### src/range_regs_pkg.sv
// Package for the protected range and bus speed register bank
// Functional notes
// - The range mask register is readable and writable only in system management mode with range enable and lock set.
// - Bit 11 of the range mask register is the valid flag for both base and mask.
// - Bits 31 to 12 of the range mask register hold the address mask; 10 to 0 and 63 to 32 are reserved.
// - The bus speed register is read only, its 3-bit code gives 100/133/167/200/267/333 MHz.
// - On the enhanced generation, code 110B also reports a 400 MHz bus clock.
// - The range base register holds the base address in bits 31 to 12; the rest is reserved.
// - Base and mask are reachable in management mode only when range enable and lock are both set.
package range_regs_pkg;

  // ----------------------------------------
  // Register map
  // ----------------------------------------
  localparam logic [11:0] range_base_addr = 12'h0A0;
  localparam logic [11:0] range_mask_addr = 12'h0A1;
  localparam logic [11:0] bus_speed_addr = 12'h0CD;

  // ----------------------------------------
  // Field layout
  // ----------------------------------------
  localparam int unsigned addr_lo = 12;
  localparam int unsigned addr_hi = 31;
  localparam int unsigned valid_bit = 11;
  localparam int unsigned code_w = 3;
  localparam int unsigned field_w = addr_hi - addr_lo + 1;
  localparam logic [field_w-1:0] field_rst = 20'h00000;

  // ----------------------------------------
  // Bus speed codes
  // ----------------------------------------
  localparam logic [2:0] spd_100 = 3'h5;
  localparam logic [2:0] spd_133 = 3'h1;
  localparam logic [2:0] spd_167 = 3'h3;
  localparam logic [2:0] spd_200 = 3'h2;
  localparam logic [2:0] spd_267 = 3'h0;
  localparam logic [2:0] spd_333 = 3'h4;
  localparam logic [2:0] spd_400 = 3'h6;

  typedef enum logic [2:0] {
    mhz_100, mhz_133, mhz_167, mhz_200, mhz_267, mhz_333, mhz_400
  } bus_speed_e;

  // Register bus request
  typedef struct packed {
    logic [11:0] addr;
    logic [63:0] wdata;
    logic wr;
    logic rd;
  } reg_req_s;

  // Range state shown to the rest of the core
  typedef struct packed {
    logic [field_w-1:0] base;
    logic [field_w-1:0] mask;
    logic valid;
  } range_state_s;

endpackage

### src/bus_speed_encoder.sv
// Encoder from bus speed selection to register code
`timescale 1ns/1ps
`default_nettype none
module bus_speed_encoder (
  // Selection
  input wire range_regs_pkg::bus_speed_e speed,
  input wire logic enhanced,
  // Code
  output logic [2:0] code
);

  // ----------------------------------------
  // Encoding
  // ----------------------------------------
  // 400 MHz is not encodable on the older generation; it falls back to 333
  always_comb begin
    case (speed)
      range_regs_pkg::mhz_100: code = range_regs_pkg::spd_100;
      range_regs_pkg::mhz_133: code = range_regs_pkg::spd_133;
      range_regs_pkg::mhz_167: code = range_regs_pkg::spd_167;
      range_regs_pkg::mhz_200: code = range_regs_pkg::spd_200;
      range_regs_pkg::mhz_267: code = range_regs_pkg::spd_267;
      range_regs_pkg::mhz_333: code = range_regs_pkg::spd_333;
      range_regs_pkg::mhz_400: code = enhanced ? range_regs_pkg::spd_400
                                               : range_regs_pkg::spd_333;
      default: code = range_regs_pkg::spd_267;
    endcase
  end

endmodule
`default_nettype wire

### src/range_regs.sv
// Protected range base/mask and bus speed register bank
`timescale 1ns/1ps
`default_nettype none
module range_regs (
  // Clock and reset
  input wire logic clk,
  input wire logic nrst,
  // Register port
  input wire logic [11:0] reg_addr,
  input wire logic [63:0] reg_wdata,
  input wire logic reg_wr,
  input wire logic reg_rd,
  output logic [63:0] reg_rdata,
  output logic reg_err,
  // Mode and feature control
  input wire logic system_management_mode,
  input wire logic range_enable,
  input wire logic feature_lock,
  // Bus speed straps
  input wire range_regs_pkg::bus_speed_e front_side_bus_speed,
  input wire logic enhanced_gen,
  // Range state
  output range_regs_pkg::range_state_s range_state
);

  // ----------------------------------------
  // Request bundling and synchronisers
  // ----------------------------------------
  range_regs_pkg::reg_req_s req;
  assign req = '{addr: reg_addr, wdata: reg_wdata, wr: reg_wr, rd: reg_rd};

  // Mode and strap levels come from other logic domains: two flops first
  logic [3:0] sync1_q;
  logic [3:0] sync2_q;
  logic [2:0] spd1_q;
  logic [2:0] spd2_q;
  // The speed strap is a three-bit word: its bits may settle in the second flop on
  // different edges, so a code is only taken once two samples in a row agree
  logic [2:0] spd3_q;
  logic [2:0] spd_hold_q;
  wire spd_same = (spd2_q == spd3_q);

  always_ff @(posedge clk or negedge nrst) begin
    if (!nrst) begin
      sync1_q <= 4'h0;
      sync2_q <= 4'h0;
      spd1_q <= 3'h0;
      spd2_q <= 3'h0;
      spd3_q <= 3'h0;
      spd_hold_q <= 3'h0;
    end else begin
      sync1_q <= {enhanced_gen, feature_lock, range_enable, system_management_mode};
      sync2_q <= sync1_q;
      spd1_q <= front_side_bus_speed;
      spd2_q <= spd1_q;
      spd3_q <= spd2_q;
      if (spd_same) begin
        spd_hold_q <= spd2_q;
      end
    end
  end

  wire smm_s = sync2_q[0];
  wire en_s = sync2_q[1];
  wire lock_s = sync2_q[2];
  wire enh_s = sync2_q[3];
  range_regs_pkg::bus_speed_e spd_s;
  assign spd_s = range_regs_pkg::bus_speed_e'(spd_hold_q);

  // ----------------------------------------
  // Decode
  // ----------------------------------------
  // Both range registers are hidden unless enabled, locked and in SYSTEM_MANAGEMENT_MODE
  wire range_open = smm_s && en_s && lock_s;
  wire hit_base = (req.addr == range_regs_pkg::range_base_addr);
  wire hit_mask = (req.addr == range_regs_pkg::range_mask_addr);
  wire hit_spd = (req.addr == range_regs_pkg::bus_speed_addr);
  wire wr_base = req.wr && hit_base && range_open;
  wire wr_mask = req.wr && hit_mask && range_open;
  wire rd_range_ok = range_open;

  // ----------------------------------------
  // Storage
  // ----------------------------------------
  logic [range_regs_pkg::field_w-1:0] base_q;
  logic [range_regs_pkg::field_w-1:0] mask_q;
  logic valid_q;
  wire [range_regs_pkg::field_w-1:0] wfield =
    req.wdata[range_regs_pkg::addr_hi:range_regs_pkg::addr_lo];

  always_ff @(posedge clk or negedge nrst) begin
    if (!nrst) begin
      base_q <= range_regs_pkg::field_rst;
      mask_q <= range_regs_pkg::field_rst;
      valid_q <= 1'b0;
    end else begin
      if (wr_base) begin
        base_q <= wfield;
      end
      if (wr_mask) begin
        mask_q <= wfield;
        valid_q <= req.wdata[range_regs_pkg::valid_bit];
      end
    end
  end

  // ----------------------------------------
  // Bus speed code
  // ----------------------------------------
  logic [2:0] code;
  bus_speed_encoder u_enc (
    .speed(spd_s),
    .enhanced(enh_s),
    .code(code)
  );

  // ----------------------------------------
  // Read mux
  // ----------------------------------------
  // Reserved bits stay zero because only the fields are ever placed
  logic [63:0] rd_val;
  logic rd_bad;
  always_comb begin
    rd_val = 64'h0000000000000000;
    rd_bad = 1'b0;
    if (hit_base && rd_range_ok) begin
      rd_val[range_regs_pkg::addr_hi:range_regs_pkg::addr_lo] = base_q;
    end else if (hit_mask && rd_range_ok) begin
      rd_val[range_regs_pkg::addr_hi:range_regs_pkg::addr_lo] = mask_q;
      rd_val[range_regs_pkg::valid_bit] = valid_q;
    end else if (hit_spd) begin
      rd_val[range_regs_pkg::code_w-1:0] = code;
    end else begin
      rd_bad = 1'b1;
    end
  end

  // Writes to the read-only speed register, to unmapped addresses or to range registers that are not open flag an error
  wire wr_bad = req.wr && !(wr_base || wr_mask);

  always_ff @(posedge clk or negedge nrst) begin
    if (!nrst) begin
      reg_rdata <= 64'h0000000000000000;
      reg_err <= 1'b0;
      range_state <= '0;
    end else begin
      reg_rdata <= req.rd ? rd_val : 64'h0000000000000000;
      reg_err <= (req.rd && rd_bad) || wr_bad;
      range_state <= '{base: base_q, mask: mask_q, valid: valid_q};
    end
  end

endmodule
`default_nettype wire

### config.mk
export PLATFORM = sky130hd
export DESIGN_NAME = range_regs
export DESIGN_NICKNAME = d
export VERILOG_FILES = /design/src/range_regs_pkg.sv /design/src/bus_speed_encoder.sv /design/src/range_regs.sv
export SDC_FILE = /design/constraint.sdc
export NUM_CORES = 1
export LEC_CHECK = 0
export ABC_AREA = 1
export ABC_CLOCK_PERIOD_IN_PS = 2300
export BUFFER_PORTS_ARGS = -buffer_cell sky130_fd_sc_hd__clkbuf_2
export CORE_MARGIN = 2
export CORE_UTILIZATION = 53
export DETAILED_ROUTE_END_ITERATION = 10
export MAX_ROUTING_LAYER = met4
export PLACE_DENSITY_LB_ADDON = 0.08
export SLEW_MARGIN = 20
export SYNTH_ARGS = -nofsm -noshare
export SYNTH_HDL_FRONTEND = slang
export SYNTH_HIERARCHICAL = 1
export SYNTH_SLANG_ARGS = --single-unit
### constraint.sdc
create_clock -name clk -period 2.3 [get_ports clk]
set_input_delay 0.345 -clock clk [delete_from_list [all_inputs] [get_ports clk]]
set_output_delay 0.345 -clock clk [all_outputs]
set_load 0.01 [all_outputs]
==> tab_implementation.tex <==
\begin{tabular}{lr}
\hline
Metric & Value \\
\hline
\multicolumn{2}{l}{\textbf{Logic synthesis}} \\
\quad Synth Area per Inst & between 9 and 10 um2 \\
\quad Synthesized area & between 0.005 and 0.006 mm2 \\
\quad Flops \& latches, synth & roughly 130 \\
\quad Unique cell type count in the Yosys netlist & 24 \\
\quad Leading post-synthesis cells by cell area & sky130\_fd\_sc\_hd\_\_dfrtp\_1 62\%, sky130\_fd\_sc\_hd\_\_nand2\_1 8.8\%, sky130\_fd\_sc\_hd\_\_buf\_4 6.4\% \\
\quad Count of yosys warnings during synthesis & 6 \\
\quad Cell type contributing the most total cell area after synthesis & sky130\_fd\_sc\_hd\_\_dfrtp\_1 \\
\quad Share of Yosys cell area claimed by the top area cell type & just over 60\% \\
\quad Synth Instances & 533 \\
\quad Sequential-to-total area share from yosys stat & between 60\% and 70\% \\
\multicolumn{2}{l}{\textbf{CTS}} \\
\quad Inserted Clock Buffers & 17 \\
\quad Clock buffer depth & 2 \\
\quad Clock sinks & 127 \\
\quad Number of levels in the clock H-tree & 4 \\
\quad Clk Latency, worst-skew pair & between 0.5 and 0.6 ns \\
\quad Clock tree from TritonCTS & yes \\
\quad Post\_cts resized & 0 \\
\quad Master cell of the clock root buffer & sky130\_fd\_sc\_hd\_\_clkbuf\_8 \\
\quad Clock Pin Slew Worst Setup and Hold Paths & 0.06 ns \\
\multicolumn{2}{l}{\textbf{STA}} \\
\quad Highest clock rate & between 500 and 600 MHz \\
\quad Unrepaired setup endpoints after global routing & false \\
\quad Actual transition at the worst max-transition pin & between 0.6 and 0.7 ns \\
\quad Count of pins over their slew limit & 0 \\
\quad Min cycle time layout & between 1.5 and 2 ns \\
\quad Tcrit/Tclk final & approximately four fifths \\
\quad Worst slew margin relative to its limit & between 50\% and 60\% \\
\quad Clock skew & slightly above 0.006 ns \\
\quad Total Negative Setup Slacks & 0 ns \\
\quad Final-report hold violation count & 0 \\
\quad Count of endpoints failing setup in the final report & 0 \\
\multicolumn{2}{l}{\textbf{Critical path}} \\
\quad Worst r2r src & sync2\_q[2]\$\_DFF\_PN0\_ \\
\quad Category of the worst setup path capture point & flip-flop \\
\quad Setup crit start kind & flip-flop \\
\quad Data arrival time of the critical path & about 2.3 ns \\
\quad Critical Path Source & sync2\_q[2]\$\_DFF\_PN0\_ \\
\quad Data required time of the worst path & around 2.7 ns \\
\quad WS Path Type & flip-flop to flip-flop \\
\quad Max Fanout on Critical Path & 26 \\
\multicolumn{2}{l}{\textbf{Power}} \\
\quad Net switching fraction of the power & between 20\% and 30\% \\
\quad Leakage power & 3.57 nW \\
\quad Worst-case vdd ir drop & between 400 and 500 uV \\
\quad Pwr dens & a little over 800 mW/mm2 \\
\quad Internal power & 4.04 mW \\
\quad Comb pwr share & under 10\% \\
\quad Total Power & about 5.2 mW \\
\quad Clock share of power & 50.7\% \\
\quad Net switching component of the power & about 1.2 mW \\
\quad Share of power burned in registers & roughly 44\% \\
\multicolumn{2}{l}{\textbf{Global route}} \\
\quad Number of antenna violations at the first check in global routing & 0 \\
\quad Maximum number of pins on one net before global-route repair & 47 \\
\quad Via count of the first global-routing pass & between 3000 and 4000 \\
\quad First-pass GRT wire length & between 15000 and 20000 um \\
\quad Total GRT Usage & between 20 and 25\% \\
\quad Residual overflow from global routing & 0 \\
\multicolumn{2}{l}{\textbf{Route}} \\
\quad Final ANT Viol Nets & 0 \\
\quad Detail-routed net length per standard cell & between 10 and 15 um \\
\quad DRC violations left & 0 \\
\quad Drt total wl & about 11000 um \\
\quad First-pass iteration count of the detailed router & 4 \\
\quad Number of DRC markers after the initial detailed-route iteration & $\sim$140 \\
\quad Via density & 4.77 \\
\quad Via count & between 3000 and 4000 \\
\multicolumn{2}{l}{\textbf{Floorplanning}} \\
\quad Initial Utilization & between 50\% and 60\% \\
\quad Core region area & just over 0.009 mm2 \\
\quad I/O pin total & just under 200 \\
\quad Horizontal die dimension & 102 um \\
\quad Area enclosed by the die boundary & $\sim$0.010 mm2 \\
\quad Vertical die dimension & approximately 100 um \\
\quad Number of placement rows & 35 \\
\multicolumn{2}{l}{\textbf{Cells and area}} \\
\quad Layout overhead on the synthesized area & 23.7\% \\
\quad Most common library cell in the layout ignoring fill and taps & sky130\_fd\_sc\_hd\_\_dfrtp\_1 \\
\quad Share of post-route cells with drive strength above 1 & between 20\% and 30\% \\
\quad \# diodes & 0 \\
\quad Commonest cells after routing, fill and taps aside & 127 x sky130\_fd\_sc\_hd\_\_dfrtp\_1, 120 x sky130\_fd\_sc\_hd\_\_nand2\_1, 108 x sky130\_fd\_sc\_hd\_\_clkbuf\_2 \\
\quad Final Net Count & 743 \\
\multicolumn{2}{l}{\textbf{Flow run}} \\
\quad Number of violations of the max-capacitance limit & 0 \\
\multicolumn{2}{l}{\textbf{Place}} \\
\quad Weighted congestion at the end of routability-driven global placement & approximately 0.8 \\
\quad PortBufs & 109 \\
\quad Post-detailed-placement half-perimeter wirelength & roughly 7100 um \\
\multicolumn{2}{l}{\textbf{Min path}} \\
\quad Type of the tightest min-delay check & primary input to flip-flop \\
\quad Worst hold start & reg\_wdata[11] \\
\multicolumn{2}{l}{\textbf{Outcome}} \\
\quad Result of the run & finished, final reports clean \\
\hline
\end{tabular}
-- cell families (layout without fill, tap and decap cells) --
kind of cell | Yosys count | in the layout | synth area share (%)
AOI/OAI and AO/OA | 27 | 27 | 2.63
xor gates and xnor gates | 3 | 3 | 0.512
buffers and inverters | 146 | 243 | 14.5
DFF | 127 | 127 | 61.9
other | 1 | 40 | 0.0730
and+or+nand+nor | 229 | 229 | 20.4
-- cell type report --
class	instances	area [um2]
sequential	127	3180
inverter	80	300
multi-input combinational	299	1360
fill	734	2970
timing repair buffer	131	758
tap	129	161
clock buffer	20	435
clock inverter	12	160
-- cells in the mapped netlist (all sizes together) --
| master | instances |
|---|---|
| dfrtp | 127 |
| nand2 | 121 |
| inv | 80 |
| buf | 62 |
| nand4 | 41 |
| nor2 | 35 |
| nand3 | 28 |
| o21ai | 24 |
| clkbuf | 4 |
| a21oi | 3 |
| nor3 | 3 |
| xnor2 | 2 |
| conb | 1 |
| nand3b | 1 |
| xor2 | 1 |
-- path summary, 6_finish.rpt --
path | endpoint | slack (ns) | cells past startpoint
worst max-delay path | reg_rdata[15]$_DFF_PN0_ | 0.45 | 6
worst min-delay path | valid_q$_DFFE_PN0P_ | 0.06 | 3
worst max register to register | reg_rdata[15]$_DFF_PN0_ | 0.45 | 6
worst min register to register | sync2_q[0]$_DFF_PN0_ | 0.35 | 0
max in group asynchronous | reg_rdata[13]$_DFF_PN0_ | 1.28 | 3
min in group asynchronous | range_state[16]$_DFF_PN0_ | 0.38 | 2
-- power by group through the flow --
stage                     sequential [mW]  combinational [mW]  clock, mW
final                                2.30               0.261       2.64
after global routing                 2.30               0.300       2.77
after CTS                            2.30               0.262       2.67
after detailed placement             2.34               0.250          0
after global placement               2.34               0.247          0
after floorplan                      2.33               0.178          0
-- sequential cells by signal, summed over array words and instances, names as in the netlist, 3 cells and up --
register	flops
spd2_q	3
sync1_q	4
reg_rdata	24
base_q	20
range_state	41
mask_q	20
spd3_q	3
sync2_q	4
spd1_q	3
spd_hold_q	3
-- critical path, cell delays in order (launching register included) --
cell	delay [ns]
sky130_fd_sc_hd__dfrtp_1	0.36
sky130_fd_sc_hd__nand3_2	0.13
sky130_fd_sc_hd__nor2_8	0.36
sky130_fd_sc_hd__nand3_2	0.51
sky130_fd_sc_hd__nand2_1	0.21
sky130_fd_sc_hd__inv_1	0.06
sky130_fd_sc_hd__nor2_1	0.13
-- repair_timing --
item	4_1_cts	5_1_grt
hold endpoints to repair	49	0
buffers inserted	0	0
hold buffers	8	0
endpoints found under the setup margin	0	0
-- metrics by stage --
stage                     hold slack (ns)  utilization [%]  setup WS [ns]  instances  instance area, um2
after floorplan                    0.0494                -           1.10        572                5280
after global placement              0.333             60.9          0.293        758                5680
after detailed placement            0.335             60.9          0.287        758                5680
after CTS                          0.0456             68.1          0.418        798                6350
after global routing               0.0554             68.1          0.271        798                6350
final                              0.0595             68.1          0.449        798                6350
-- layer usage --
metal	vias to the layer above	GRT usage, %	wire length [um]
met1	1818	29.0	4630
li1	1837	-	-
met5	-	-	0
met4	0	7.49	127
met2	140	37.1	5480
met3	13	4.45	529
Power figures use the tool's default switching activity.
